==> config.mk <==
export PLATFORM = sky130hd
export DESIGN_NAME = tspc_config
export DESIGN_NICKNAME = d
export VERILOG_FILES = /design/src/shared/tspc_pkg.sv /design/src/hw/tspc_config.sv
export VERILOG_INCLUDE_DIRS = /design/src /design/src/shared
export SDC_FILE = /design/constraint.sdc
export NUM_CORES = 1
export LEC_CHECK = 0
export BUFFER_PORTS_ARGS = -buffer_cell sky130_fd_sc_hd__buf_2
export CORE_ASPECT_RATIO = 1.5
export CORE_MARGIN = 2
export CORE_UTILIZATION = 59
export DETAILED_ROUTE_END_ITERATION = 12
export GPL_ROUTABILITY_DRIVEN = 0
export MAX_ROUTING_LAYER = met4
export PLACE_DENSITY = 0.79
export SLEW_MARGIN = 30
export SYNTH_ARGS = -nofsm -noshare
export SYNTH_HDL_FRONTEND = slang
export SYNTH_SLANG_ARGS = --single-unit
==> constraint.sdc <==
create_clock -name i_clk -period 2.97 [get_ports i_clk]
set_input_delay 0.297 -clock i_clk [delete_from_list [all_inputs] [get_ports i_clk]]
set_output_delay 0.297 -clock i_clk [all_outputs]
set_load 0.01 [all_outputs]
==> src/shared/tspc_consts.svh <==
/*
  Register offsets, field positions, reset values and timing counts for the
  transmitter synthesizer and amplifier configuration bank.
  Assumes the includer runs on the 25 MHz reference clock.
*/
`ifndef TSPC_CONSTS_SVH
`define TSPC_CONSTS_SVH

`define TSPC_ADDR_W           7
`define TSPC_OFF_MODE         7'h01
`define TSPC_OFF_RATE_HIGH    7'h03
`define TSPC_OFF_RATE_LOW     7'h04
`define TSPC_OFF_DEV_HIGH     7'h05
`define TSPC_OFF_DEV_LOW      7'h06
`define TSPC_OFF_CAR_HIGH     7'h07
`define TSPC_OFF_CAR_MIDDLE   7'h08
`define TSPC_OFF_CAR_LOW      7'h09
`define TSPC_OFF_CAL_STATUS   7'h0a
`define TSPC_OFF_PA_CONFIG    7'h11
`define TSPC_OFF_OCP_TRIM     7'h13

`define TSPC_CAL_START_BIT    2
`define TSPC_CAL_OK_BIT       3
`define TSPC_CAL_DONE_BIT     4
`define TSPC_PA_SEL_LSB       5
`define TSPC_MODE_CUR_LSB     3

`define TSPC_RST_CAR_WORD     24'he4c000
`define TSPC_RST_DEV          14'h0052
`define TSPC_RST_RATE         16'h1a0b
`define TSPC_RST_PA_SEL       2'h1
`define TSPC_RST_POW          5'h1f
`define TSPC_RST_OCP          4'ha
`define TSPC_RST_MODE         3'h1

`define TSPC_CLK_KHZ          25000
`define TSPC_XOSC_KHZ         32000
`define TSPC_CAL_TIME_US      500
`define TSPC_CAL_CYCLES       ((`TSPC_CAL_TIME_US * `TSPC_CLK_KHZ) / 1000)
`define TSPC_MODE_STEP_US     100
`define TSPC_MODE_STEP_CYCLES ((`TSPC_MODE_STEP_US * `TSPC_CLK_KHZ) / 1000)

// Band edges in MHz, turned into carrier words as MHz * 2^19 / fxosc
// Worked in 64 bits: the product overflows a plain 32-bit integer
`define TSPC_MHZ_TO_WORD(m)   ((64'd524288 * (m) * 1000) / `TSPC_XOSC_KHZ)
`define TSPC_BAND_LO_MIN      `TSPC_MHZ_TO_WORD(290)
`define TSPC_BAND_LO_MAX      `TSPC_MHZ_TO_WORD(340)
`define TSPC_BAND_MID_MIN     `TSPC_MHZ_TO_WORD(431)
`define TSPC_BAND_MID_MAX     `TSPC_MHZ_TO_WORD(510)
`define TSPC_BAND_HI_MIN      `TSPC_MHZ_TO_WORD(862)
`define TSPC_BAND_HI_MAX      `TSPC_MHZ_TO_WORD(1020)

`define TSPC_LPA_MAX_POW      5'h0f
`define TSPC_SINGLE_BASE_DBM  6'h12
`define TSPC_DUAL_BASE_DBM    6'h0d
`define TSPC_LF_WIDE_RATE     16'h0200
`define TSPC_LF_WIDE_DEV      14'h0400

`endif

==> src/shared/tspc_pkg.sv <==
/*
  Types of the transmitter synthesizer and amplifier configuration bank.
  Assumes tspc_consts.svh is on the include path.
*/
`include "tspc_consts.svh"

package tspc_pkg;

  typedef enum logic [1:0] {
    TSPC_CAL_IDLE = 2'b01,
    TSPC_CAL_RUN  = 2'b10
  } tspc_cal_state_t;

  typedef enum logic [1:0] {
    TSPC_BAND_NONE = 2'h0,
    TSPC_BAND_LOW  = 2'h1,
    TSPC_BAND_MID  = 2'h2,
    TSPC_BAND_HIGH = 2'h3
  } tspc_band_t;

  typedef struct packed {
    logic                      wr;
    logic                      rd;
    logic [`TSPC_ADDR_W-1:0]   addr;
    logic [7:0]                wdata;
  } tspc_reg_req_t;

  typedef struct packed {
    logic                      first_amplifier;
    logic                      second_amplifier;
    logic                      low_power_stage;
    logic                      high_power_stage;
    logic signed [5:0]         power_dbm;
  } tspc_pa_ctrl_t;

  typedef struct packed {
    logic [23:0]               carrier_freq_word;
    tspc_band_t                band;
    logic [13:0]               deviation_coeff;
    logic [15:0]               rate_divisor;
    logic                      loop_filter_wide;
  } tspc_synth_cfg_t;

  typedef struct packed {
    logic [7:0]                carrier_word_high;
    logic [7:0]                carrier_word_middle;
    logic [5:0]                deviation_high;
    logic [7:0]                rate_divisor_high;
    tspc_synth_cfg_t           synth;
    logic [15:0]               rate_cnt;
    logic                      bit_tick;
    logic [1:0]                amp_path_select;
    logic [4:0]                out_level;
    logic [3:0]                ocp_trim;
    tspc_pa_ctrl_t             pa;
    logic [2:0]                mode_target;
    logic [2:0]                mode_current;
    logic [11:0]               mode_cnt;
    tspc_cal_state_t           cal_state;
    logic [19:0]               cal_cnt;
    logic                      synth_cal_complete;
    logic                      synth_cal_success;
    logic                      lock_s1;
    logic                      lock_s2;
    logic [7:0]                rdata;
  } tspc_state_t;

endpackage : tspc_pkg

==> src/hw/tspc_config.sv <==
/*
  Configuration bank for the transmitter synthesizer, modulator rate and
  power amplifier: byte registers, band choice, bit-rate strobe, calibration
  sequencing and operating-mode stepping.
  Assumes an SPI slave in front of it issuing one-cycle byte requests on the
  reference clock, and an analog lock indication from outside this domain.
*/
`timescale 1ns/1ps
`include "tspc_consts.svh"

module tspc_config #(
  parameter int unsigned CAL_CYCLES = `TSPC_CAL_CYCLES
) (
  input  wire logic                      i_clk,
  input  wire logic                      i_reset_n,
  input  wire tspc_pkg::tspc_reg_req_t   i_reg_req,
  output logic [7:0]                     o_reg_rdata,
  input  wire logic                      i_synth_locked,
  output tspc_pkg::tspc_synth_cfg_t      o_synth_cfg,
  output logic                           o_bit_tick,
  output logic                           o_cal_running,
  output tspc_pkg::tspc_pa_ctrl_t        o_pa_ctrl,
  output logic [3:0]                     o_ocp_trim,
  output logic [2:0]                     o_mode_current
);

  tspc_pkg::tspc_state_t st_reg;
  tspc_pkg::tspc_state_t st_next;

  function automatic tspc_pkg::tspc_band_t band_of(input logic [23:0] word);
    if (word >= 24'(`TSPC_BAND_LO_MIN) && word <= 24'(`TSPC_BAND_LO_MAX)) begin
      band_of = tspc_pkg::TSPC_BAND_LOW;
    end else if (word >= 24'(`TSPC_BAND_MID_MIN) && word <= 24'(`TSPC_BAND_MID_MAX)) begin
      band_of = tspc_pkg::TSPC_BAND_MID;
    end else if (word >= 24'(`TSPC_BAND_HI_MIN) && word <= 24'(`TSPC_BAND_HI_MAX)) begin
      band_of = tspc_pkg::TSPC_BAND_HIGH;
    end else begin
      band_of = tspc_pkg::TSPC_BAND_NONE;
    end
  endfunction : band_of

  function automatic tspc_pkg::tspc_pa_ctrl_t pa_of(input logic [1:0] sel,
                                                    input logic [4:0] lvl);
    pa_of = '0;
    unique case (sel)
      2'h1: begin
        pa_of.first_amplifier  = 1'b1;
        pa_of.low_power_stage  = (lvl <= `TSPC_LPA_MAX_POW);
        pa_of.high_power_stage = (lvl > `TSPC_LPA_MAX_POW);
        pa_of.power_dbm        = $signed({1'b0, lvl}) - $signed(`TSPC_SINGLE_BASE_DBM);
      end
      2'h2: begin
        pa_of.second_amplifier = 1'b1;
        pa_of.power_dbm        = $signed({1'b0, lvl}) - $signed(`TSPC_SINGLE_BASE_DBM);
      end
      2'h3: begin
        pa_of.first_amplifier  = 1'b1;
        pa_of.high_power_stage = 1'b1;
        pa_of.second_amplifier = 1'b1;
        pa_of.power_dbm        = $signed({1'b0, lvl}) - $signed(`TSPC_DUAL_BASE_DBM);
      end
      default: begin
        // Code 00 is invalid: both paths stay off rather than guessing
        pa_of = '0;
      end
    endcase
  endfunction : pa_of

  logic wr_hit;
  logic rd_hit;

  always_comb begin
    st_next          = st_reg;
    wr_hit           = i_reg_req.wr;
    rd_hit           = i_reg_req.rd;
    st_next.bit_tick = 1'b0;

    // Only the second stage is read; the lock level is asynchronous
    st_next.lock_s1 = i_synth_locked;
    st_next.lock_s2 = st_reg.lock_s1;

    // Register writes; multi-byte words commit on their low byte
    if (wr_hit) begin
      unique case (i_reg_req.addr)
        `TSPC_OFF_CAR_HIGH:   st_next.carrier_word_high   = i_reg_req.wdata;
        `TSPC_OFF_CAR_MIDDLE: st_next.carrier_word_middle = i_reg_req.wdata;
        `TSPC_OFF_CAR_LOW: begin
          st_next.synth.carrier_freq_word = {st_reg.carrier_word_high,
                                             st_reg.carrier_word_middle,
                                             i_reg_req.wdata};
        end
        `TSPC_OFF_DEV_HIGH:   st_next.deviation_high = i_reg_req.wdata[5:0];
        `TSPC_OFF_DEV_LOW: begin
          st_next.synth.deviation_coeff = {st_reg.deviation_high, i_reg_req.wdata};
        end
        `TSPC_OFF_RATE_HIGH:  st_next.rate_divisor_high = i_reg_req.wdata;
        `TSPC_OFF_RATE_LOW: begin
          st_next.synth.rate_divisor = {st_reg.rate_divisor_high, i_reg_req.wdata};
        end
        `TSPC_OFF_PA_CONFIG: begin
          st_next.amp_path_select = i_reg_req.wdata[`TSPC_PA_SEL_LSB +: 2];
          st_next.out_level       = i_reg_req.wdata[4:0];
        end
        `TSPC_OFF_OCP_TRIM:   st_next.ocp_trim = i_reg_req.wdata[3:0];
        `TSPC_OFF_MODE: begin
          // Codes above transmit are not modes; the target is kept
          if (i_reg_req.wdata[2:0] <= 3'h3) begin
            st_next.mode_target = i_reg_req.wdata[2:0];
          end
        end
        default: begin
        end
      endcase
    end

    // Derived settings follow the committed words one cycle later
    st_next.synth.band             = band_of(st_reg.synth.carrier_freq_word);
    st_next.synth.loop_filter_wide = (st_reg.synth.rate_divisor < `TSPC_LF_WIDE_RATE) ||
                                     (st_reg.synth.deviation_coeff >= `TSPC_LF_WIDE_DEV);
    st_next.pa                     = pa_of(st_reg.amp_path_select, st_reg.out_level);

    // Bit-rate strobe; a divisor of zero or one strobes every cycle
    if (st_reg.rate_cnt + 16'h0001 >= st_reg.synth.rate_divisor) begin
      st_next.rate_cnt = 16'h0000;
      st_next.bit_tick = 1'b1;
    end else begin
      st_next.rate_cnt = st_reg.rate_cnt + 16'h0001;
    end

    // Calibration; a start while running restarts the full period
    unique case (st_reg.cal_state)
      tspc_pkg::TSPC_CAL_IDLE: begin
        st_next.cal_cnt = '0;
      end
      tspc_pkg::TSPC_CAL_RUN: begin
        if (st_reg.cal_cnt + 20'h00001 >= 20'(CAL_CYCLES)) begin
          st_next.cal_state          = tspc_pkg::TSPC_CAL_IDLE;
          st_next.synth_cal_complete = 1'b1;
          st_next.synth_cal_success  = st_reg.lock_s2;
        end else begin
          st_next.cal_cnt = st_reg.cal_cnt + 20'h00001;
        end
      end
    endcase
    if (wr_hit && i_reg_req.addr == `TSPC_OFF_CAL_STATUS &&
        i_reg_req.wdata[`TSPC_CAL_START_BIT]) begin
      st_next.cal_state          = tspc_pkg::TSPC_CAL_RUN;
      st_next.cal_cnt            = '0;
      st_next.synth_cal_complete = 1'b0;
      st_next.synth_cal_success  = 1'b0;
    end

    // Walk one mode at a time so each block is up before the next starts
    if (st_reg.mode_current == st_reg.mode_target) begin
      st_next.mode_cnt = '0;
    end else if (st_reg.mode_cnt + 12'h001 >= 12'(`TSPC_MODE_STEP_CYCLES)) begin
      st_next.mode_cnt     = '0;
      st_next.mode_current = (st_reg.mode_target > st_reg.mode_current) ?
                             st_reg.mode_current + 3'h1 :
                             st_reg.mode_current - 3'h1;
    end else begin
      st_next.mode_cnt = st_reg.mode_cnt + 12'h001;
    end

    // Read data answers one cycle after the request
    st_next.rdata = 8'h00;
    if (rd_hit) begin
      unique case (i_reg_req.addr)
        `TSPC_OFF_CAR_HIGH:   st_next.rdata = st_reg.carrier_word_high;
        `TSPC_OFF_CAR_MIDDLE: st_next.rdata = st_reg.carrier_word_middle;
        `TSPC_OFF_CAR_LOW:    st_next.rdata = st_reg.synth.carrier_freq_word[7:0];
        `TSPC_OFF_DEV_HIGH:   st_next.rdata = {2'h0, st_reg.deviation_high};
        `TSPC_OFF_DEV_LOW:    st_next.rdata = st_reg.synth.deviation_coeff[7:0];
        `TSPC_OFF_RATE_HIGH:  st_next.rdata = st_reg.rate_divisor_high;
        `TSPC_OFF_RATE_LOW:   st_next.rdata = st_reg.synth.rate_divisor[7:0];
        `TSPC_OFF_PA_CONFIG:  st_next.rdata = {1'b0, st_reg.amp_path_select, st_reg.out_level};
        `TSPC_OFF_OCP_TRIM:   st_next.rdata = {4'h0, st_reg.ocp_trim};
        `TSPC_OFF_MODE: begin
          st_next.rdata = {2'h0, st_reg.mode_current, st_reg.mode_target};
        end
        `TSPC_OFF_CAL_STATUS: begin
          st_next.rdata[`TSPC_CAL_DONE_BIT] = st_reg.synth_cal_complete;
          st_next.rdata[`TSPC_CAL_OK_BIT]   = st_reg.synth_cal_success;
        end
        default: st_next.rdata = 8'h00;
      endcase
    end
  end

  always_ff @(posedge i_clk) begin
    if (!i_reset_n) begin
      st_reg                          <= '0;
      st_reg.synth.carrier_freq_word  <= `TSPC_RST_CAR_WORD;
      st_reg.carrier_word_high        <= 8'(`TSPC_RST_CAR_WORD >> 16);
      st_reg.carrier_word_middle      <= 8'(`TSPC_RST_CAR_WORD >> 8);
      st_reg.synth.band               <= tspc_pkg::TSPC_BAND_NONE;
      st_reg.synth.deviation_coeff    <= `TSPC_RST_DEV;
      st_reg.deviation_high           <= 6'(`TSPC_RST_DEV >> 8);
      st_reg.synth.rate_divisor       <= `TSPC_RST_RATE;
      st_reg.rate_divisor_high        <= 8'(`TSPC_RST_RATE >> 8);
      st_reg.amp_path_select          <= `TSPC_RST_PA_SEL;
      st_reg.out_level                <= `TSPC_RST_POW;
      st_reg.ocp_trim                 <= `TSPC_RST_OCP;
      st_reg.mode_target              <= `TSPC_RST_MODE;
      st_reg.cal_state                <= tspc_pkg::TSPC_CAL_RUN;
    end else begin
      st_reg <= st_next;
    end
  end

  assign o_reg_rdata    = st_reg.rdata;
  assign o_synth_cfg    = st_reg.synth;
  assign o_bit_tick     = st_reg.bit_tick;
  assign o_cal_running  = (st_reg.cal_state == tspc_pkg::TSPC_CAL_RUN);
  assign o_pa_ctrl      = st_reg.pa;
  // Overcurrent clamping happens in the analog path; only the trim leaves here
  assign o_ocp_trim     = st_reg.ocp_trim;
  assign o_mode_current = st_reg.mode_current;

endmodule : tspc_config

# Yosys cells after proc, flatten, opt, wreduce, memory -nomap -nowiden
# Index checks and enable logic that the tools add are counted.
# W data, S select, Z words.
# totals
regBits	177
inputBits	20
out_inout_bits	84
word_cells	113
# op_classes
n_addsub	7
magnitude_cmp	15
eq_ne	18
muxes	14
bitwise_logic	2
reduce_logical	27
# op_table
cell	n
$ge A24 B23 Y1 const B	2
$le A24 B23 Y1 const B	2
$pmux W20 S2	1
$pmux W3 S10	1
$eq A7 B3 Y1 const B	4
$pmux W3 S9	1
$reduce_and A2 Y1	13
$ge A24 B24 Y1 const B	1
$le A24 B24 Y1 const B	1
$pmux W2 S11	1
$eq A7 B4 Y1 const B	3
$add A20 B1 Y20 const B	1
$ge A20 B14 Y1 const B	1
$mux W20	1
$add A16 B1 Y16 const B	1
$ge A16 B16 Y1	1
$lt A16 B10 Y1 const B	1
$eq A7 B5 Y1 const B	2
$ge A14 B11 Y1 const B	1
$add A12 B1 Y12 const B	1
$ge A12 B12 Y1 const B	1
$pmux W6 S2	1
$reduce_or A2 Y1	6
$eq A7 B1 Y1 const B	1
other kinds (22)	34

# Logic depth before layout (Yosys ltp)
# Gate-level depths: netlist of the first run.
# depth
ltp_word	5
depth_mapped	13
depth_no_buf	12

# Worst setup path before layout of the first run
# Ideal clock, no wire load.
# synth_path
kind	reg2reg
startpoint	register st_reg[76] in the netlist's numbering
endpoint	register st_reg[81] in the netlist's numbering
setup_time_ns	0.066
arrival_ns	2.600
required_time_ns	2.904
path_slack_ns	0.304
path_stages_with_launch	13
n_path_buf	1
synth_period_minus_slack_ns	2.666
cell_sequence	dfxtp_1 -> nand3_1 -> nor3_1 -> nand3_1 -> nor2_1 -> xor2_1 -> ha_1 -> a21o_1 -> a21o_1 -> a221oi_1 -> o211ai_1 -> clkbuf_1 -> nor2b_1
# synth_via
elab_chain_len	3
# synth_rtl
element	line_no	text
start, declared	tspc_config.sv:27	tspc_pkg::tspc_state_t st_reg;
start signal, assigned	tspc_config.sv:207	st_reg <= st_next;
$add A16 B1 Y16 (*)	tspc_config.sv:123, tspc_config.sv:127	
$ge A16 B16 Y1	tspc_config.sv:123	if (st_reg.rate_cnt + 16'h0001 >= st_reg.synth.rate_divisor) begin
$reduce_or A2 Y1 (no line)	-	
# Every way passes the cells marked *; elsewhere a longest branch is shown, timed or not.
# A chain may end at the register's enable or synchronous reset.

# Worst setup path in the final report of the first run
# layout_path
startpoint	register st_reg[77] in the netlist's numbering
endpoint	register st_reg[82] in the netlist's numbering
# Same word-level chain as after synthesis.

==> results of run 1 <==
==> area by class of cell <==
type | count | area (um2) | share of cell area (%)
multi-input combinational | 711 | 4590 | 47.1
sequential | 176 | 3520 | 36.2
timing repair buffer | 120 | 656 | 6.73
clock buffer | 17 | 425 | 4.37
tap | 199 | 249 | 2.56
clock inverter | 15 | 150 | 1.54
inverter | 40 | 150 | 1.54
==> synth_stat cells, drive strengths merged, types with 4 or more instances <==
cell / n / area share (%)
a21o: 6 / 0.50
ha: 31 / 4.3
nand2b: 6 / 0.41
inv: 39 / 1.6
xnor2: 23 / 2.2
nor2b: 24 / 1.7
buf: 95 / 7.6
xor2: 7 / 0.68
mux2: 5 / 0.62
o21ai: 16 / 0.88
dfxtp: 176 / 39
a22oi: 8 / 0.66
nor3: 12 / 0.66
a222oi: 7 / 0.77
a211oi: 4 / 0.47
nand3b: 5 / 0.41
and2: 8 / 0.55
o21a: 10 / 0.84
o211ai: 10 / 0.83
a211o: 4 / 0.39
nand3: 61 / 3.5
a21oi: 64 / 3.5
o31ai: 4 / 0.33
nor2: 89 / 3.8
nor4: 11 / 0.99
nand4: 16 / 1.3
mux4: 6 / 1.5
and3: 19 / 1.3
clkbuf: 43 / 1.8
a221oi: 5 / 0.48
or3: 5 / 0.35
a31oi: 9 / 0.62
nand2: 145 / 6.0
mux2i: 51 / 5.6
and4: 6 / 0.58
==> per-layer routing <==
layer | wire length (um) | track usage [%]
met3 | 1090 | 4.22
met5 | 0 | -
met2 | 11000 | 46.4
met1 | 8490 | 30.5
met4 | 1000 | 14.7
==> how the worst max path moves through the flow <==
stage | from | endpoint | slack, ns | cells after the start
3_3_place_gp | st_reg[74] | st_reg[89] | 0.23 | 12
6_report | st_reg[77] | st_reg[82] | 0.13 | 12
2_1_floorplan | st_reg[76] | st_reg[81] | 0.30 | 12
4_1_cts | st_reg[76] | st_reg[82] | 0.1 | 12
3_5_place_dp | st_reg[76] | st_reg[76] | -0.002 | 12
5_1_grt | st_reg[12] | st_reg[17] | 0.03 | 8
==> logic make-up after synthesis <==
kind of cell             Yosys count
AND/OR/NAND/NOR                  413
buffers and inverters            178
flip-flops                       176
AO/OA/AOI/OAI                    174
multiplexers                      62
adder cells (fa/ha/maj)           32
XOR/XNOR                          30
==> power breakdown <==
group	total [mW]	switching, mW	internal [mW]
Sequential	2.40	0.0177	2.38
Combinational	0.205	0.137	0.0683
Clock	2.20	1.02	1.18
==> metrics by stage <==
stage	total power, mW	setup WS [ns]	area [um2]	setup TNS [ns]
global placement	2.65	0.225	9100	0
detailed placement	2.65	-0.00186	9100	-0.00186
floorplan	2.59	0.304	9060	0
CTS	4.82	0.0982	9690	0
finish	4.80	0.133	9740	0
global route	4.93	0.0256	9740	0
==> worst max-delay path: stages, from the launching register on <==
cell and delay [ns]:
dfxtp_1 0.39, nand3_2 0.14, nor3_4 0.25, nand4_1 0.18
xnor2_2 0.17, ha_1 0.30, and4_1 0.23, a21oi_1 0.17
nand2_1 0.08, a221oi_1 0.37, o211ai_1 0.14, buf_4 0.22
nor2b_1 0.13
==> repair_timing <==
item,4_1_cts,5_1_grt
resized for setup,1,9
pin swaps,0,1
hold endpoints to repair,0,0
endpoints found under the setup margin,14,34
setup buffers,0,1
==> run_results.csv, run 1 <==
group,metric,value,unit
global_route,grt_pass1_wl,34.7,mm
setup_path,setup.worst_path.start_class,"flip-flop",
routing,first_pass_iters,7,
setup_path,r2r_start,"st_reg[77]",
synth,avgSynthCellArea,8.50,um2
die,fp.coreArea,0.0151,mm2
placed_design,post-place-cells,1245,
global_route,antenna_found_initial,0,
setup_path,ff2ff_path_depth,12,
routing,vias,7474,
cts,insertion_delay,0.43,ns
setup_path,cp.arrival,3.20,ns
cts,htreeDepth,4,
setup_path,r2r_slack,0.13,ns
cts,cts_root_buffer,"clkbuf_16",
run,maxCapViolations,0,
setup_path,cp_max_fo,16,
cells_and_area,final_cell_mix,"175 x dfxtp_1, 145 x nand2_1, 103 x buf_2",
min_path,min_to,"st_next[8]",
synth,synth_top_family_by_area,"simple AND/OR/NAND/NOR gates",
cells_and_area,final_util,64.7,%
cts,cts-buffers-inserted,17,
die,die-height,156,um
synth,synthArstFlopShare,0,%
min_path,holdCritStartpoint,"i_synth_locked",
die,die-area,0.0164,mm2
status,status,"finished, final reports clean",
routing,drt_iter0_drc,534,
die,pin_count,104,
placed_design,dp_hpwl,15.4,mm
routing,drt-vias-per-instance,5.85,
routing,routed_wl,21.5,mm
cells_and_area,final_common_cell,"dfxtp_1",
timing,slew_viol_final,0,
setup_path,setup.worst_path.class,"flip-flop to flip-flop",
global_route,grt_max_degree,69,
power_and_ir_drop,pwr_density_cell,493,mW/mm2
min_path,hp-class,"primary input to flip-flop",
synth,synth_edf_count,0,
synth,synth-simple-area-share,22.0,%
synth,syn_area,0.00906,mm2
timing,timing.fmax,353,MHz
synth,synth_seq_area_share,38.9,%
cells_and_area,n_antenna_cell,0,
power_and_ir_drop,ir_worst_vdd,0.305,mV
synth,ys.flop_type,"dfxtp_1",
synth,synth.area.mux_share,7.75,%
synth,synthAdderAreaFrac,4.50,%
timing,worstMarginPinSlew,0.755,ns
synth,yosysWarnings,0,
setup_path,r2r-end,"st_reg[82]",
placed_design,numPortBuffers,103,
cells_and_area,instances_no_fill,1278,
setup_path,endpoint_kind,"flip-flop",
timing,slew_headroom,49.0,%
synth,synthDistinctLibCells,67,
synth,synth_nets,1117,
synth,synthCells,1065,
global_route,grt_usage,27.2,%
cts,cts_hold_buf,0,
cts,cts_buffer_depth,2,
timing,fin_crit,2.84,ns
cts,clk_pin_slew,0.07,ns
routing,drc,0,
setup_path,critical_path_required,3.33,ns
cts,cts_tree,"yes",
timing,hold_viol,0,
die,die_w,105,um
timing,rsz0062_at_grt,"no",
synth,synth-compound-area-share,12.8,%
cells_and_area,nets,1118,
power_and_ir_drop,p_leak,4.33,nW
min_path,whs_path_depth,2,
routing,ant_nets,0,
cells_and_area,largest_reg_flops,92,
cells_and_area,layout-drive-gt1-share,16.9,%
timing,skew,0.00749,ns
routing,post_drt_wl_per_cell,16.9,um
synth,synthXorXnorAreaFrac,2.90,%
die,start_util,60.1,%
global_route,grt_overflow,0,
synth,ys_seq_elements,176,
cells_and_area,num-fill-cells,1234,
timing,finalHoldWorstSlack,0.0729,ns
global_route,grt_pass1_vias,7048,
die,num_rows,55,
timing,min_period_over_period,95.5,%
cts,clock_sinks,176,
timing,setup_violations,0,
cells_and_area,area_delta_synth_final,7.60,%
Note: power is estimated with default switching activity, not from simulation.
==> run 2: changes to the inputs <==
--- a/config.mk
+++ b/config.mk
@@ -6,14 +6,14 @@
 export SDC_FILE = /design/constraint.sdc
 export NUM_CORES = 1
 export LEC_CHECK = 0
-export BUFFER_PORTS_ARGS = -buffer_cell sky130_fd_sc_hd__buf_2
 export CORE_ASPECT_RATIO = 1.5
 export CORE_MARGIN = 2
-export CORE_UTILIZATION = 59
+export CORE_UTILIZATION = 60
 export DETAILED_ROUTE_END_ITERATION = 12
+export DONT_BUFFER_PORTS = 1
 export GPL_ROUTABILITY_DRIVEN = 0
 export MAX_ROUTING_LAYER = met4
-export PLACE_DENSITY = 0.79
+export PLACE_DENSITY = 0.75
 export SLEW_MARGIN = 30
 export SYNTH_ARGS = -nofsm -noshare
 export SYNTH_HDL_FRONTEND = slang
==> run_results.csv, run 2 (same netlist as run 1, synthesis figures left out) <==
group,metric,value,unit
status,status,"finished, final reports clean",
cts,cts-buffers-inserted,17,
cts,cts_tree,"yes",
cts,post_cts_buffers,0,
die,fp.coreArea,0.0149,mm2
placed_design,numPortBuffers,0,
cts,cts_root_buffer,"clkbuf_16",
global_route,grt_pass1_wl,35.1,mm
timing,setup_violations,0,
placed_design,place_ws,0.0668,ns
cells_and_area,nets,1026,
timing,slew_headroom,49.5,%
timing,setup_tns,0,ns
routing,ant_nets,0,
cells_and_area,instances_no_fill,1186,
routing,post_drt_wl_per_cell,18.7,um
timing,setup_ws,0.231,ns
setup_path,r2r_slack,0.23,ns
power_and_ir_drop,pwr_density_cell,517,mW/mm2
run,maxCapViolations,0,
cells_and_area,layout-drive-gt1-share,7.60,%
die,pin_count,104,
cells_and_area,final_common_cell,"dfxtp_1",
routing,vias,7202,
cts,clk_pin_slew,0.07,ns
die,start_util,60.6,%
die,die-area,0.0161,mm2
cells_and_area,area_delta_synth_final,3.29,%
placed_design,place_area,0.00857,mm2
power_and_ir_drop,power.total,4.83,mW
placed_design,dp_hpwl,15.1,mm
setup_path,cp.arrival,3.09,ns
routing,routed_wl,22.2,mm
timing,skew,0.00879,ns
setup_path,critical_path_required,3.32,ns
timing,slew_viol_final,0,
timing,finalHoldWorstSlack,0.00752,ns
power_and_ir_drop,p_leak,3.90,nW
cells_and_area,n_antenna_cell,0,
timing,min_period_over_period,92.2,%
die,num_rows,55,
cts,clock_sinks,176,
global_route,grt_max_degree,69,
timing,rsz0062_at_grt,"no",
die,die_w,104,um
setup_path,path_cells,"nand3_2, nor4_4, nand4_1, a222oi_1, nor3_1, buf_4, or4_1, a21oi_1",
setup_path,setup.worst_path.start_class,"flip-flop",
routing,drt_iter0_drc,542,
min_path,hp-class,"primary input to flip-flop",
setup_path,endpoint_kind,"flip-flop",
routing,drc,0,
cts,cts_buffer_depth,2,
setup_path,cp_max_fo,12,
cells_and_area,final_util,62.6,%
cells_and_area,largest_reg_flops,92,
global_route,grt_overflow,0,
global_route,grt_pass1_vias,6886,
cts,insertion_delay,0.43,ns
placed_design,post-place-cells,1141,
timing,worstMarginPinSlew,0.747,ns
routing,drt-vias-per-instance,6.07,
power_and_ir_drop,ir_worst_vdd,0.354,mV
setup_path,critPathSlowestCell,"dfxtp_1",
routing,first_pass_iters,6,
timing,fin_crit,2.74,ns
cells_and_area,final_cell_mix,"176 x dfxtp_1, 145 x nand2_1, 88 x nor2_1",
timing,timing.fmax,365,MHz
setup_path,setup.worst_path.class,"flip-flop to flip-flop",
setup_path,max_stage_delay,0.49,ns
timing,hold_viol,0,
cells_and_area,final_cell_area,0.00935,mm2
cts,htreeDepth,4,
global_route,grt_usage,28.1,%
global_route,antenna_found_initial,0,
die,die-height,154,um
[run 2: cell count changes in the layout (fill, tap and decap cells not counted), sizes merged]
cell,delta
dlygate4sd3,+12
clkinv,+3
clkinvlp,-2
clkbuf,+2
inv,-4
buf,-104
bufinv,+1
[run 2: final timing paths]
check / start / to / cells after the start
min reg2reg: st_next[8] / st_reg[8] / 1
max: st_reg[16] / st_reg[17] / 8
max reg2reg: st_reg[16] / st_reg[17] / 8
min: i_reg_req[3] / o_synth_cfg[20] / 2
[run 2: per-layer routing]
layer | track usage (%) | vias up | wire (um)
li1 | - | 3459 | -
met1 | 30.8 | 3427 | 8640
met2 | 47.2 | 246 | 11100
met3 | 5.56 | 70 | 1310
met4 | 16.7 | 0 | 1160
met5 | - | - | 0
[run 2: what timing repair did]
action / 4_1_cts / 5_1_grt
endpoints found under the setup margin: 0 / 20
endpoints found under the hold margin: 42 / 1
gates resized for setup: 0 / 8
hold buffers: 12 / 1
[run 2: power breakdown]
part | leakage (nW) | internal (mW) | total [mW] | switching, mW
Clock | 0.287 | 1.30 | 2.27 | 0.974
Sequential | 1.42 | 2.38 | 2.40 | 0.0224
Combinational | 2.19 | 0.0661 | 0.160 | 0.0936
Total | 3.90 | 3.74 | 4.83 | 1.09
[run 2: area by class of cell]
cell class                 count  area [um2]
sequential                   176        3520
clock buffer                  19         453
tap                          199         249
timing repair buffer          28         253
multi-input combinational    711        4580
fill                        1308        5580
clock inverter                13         149
inverter                      40         150
[run 2: worst max-delay path: cells and delay by family (launching register included)]
kind,cells,cell delay [ns]
AOI/OAI and AO/OA,2,0.55
and+or+nand+nor,5,1.41
DFF,1,0.49
buffers and inverters,1,0.20
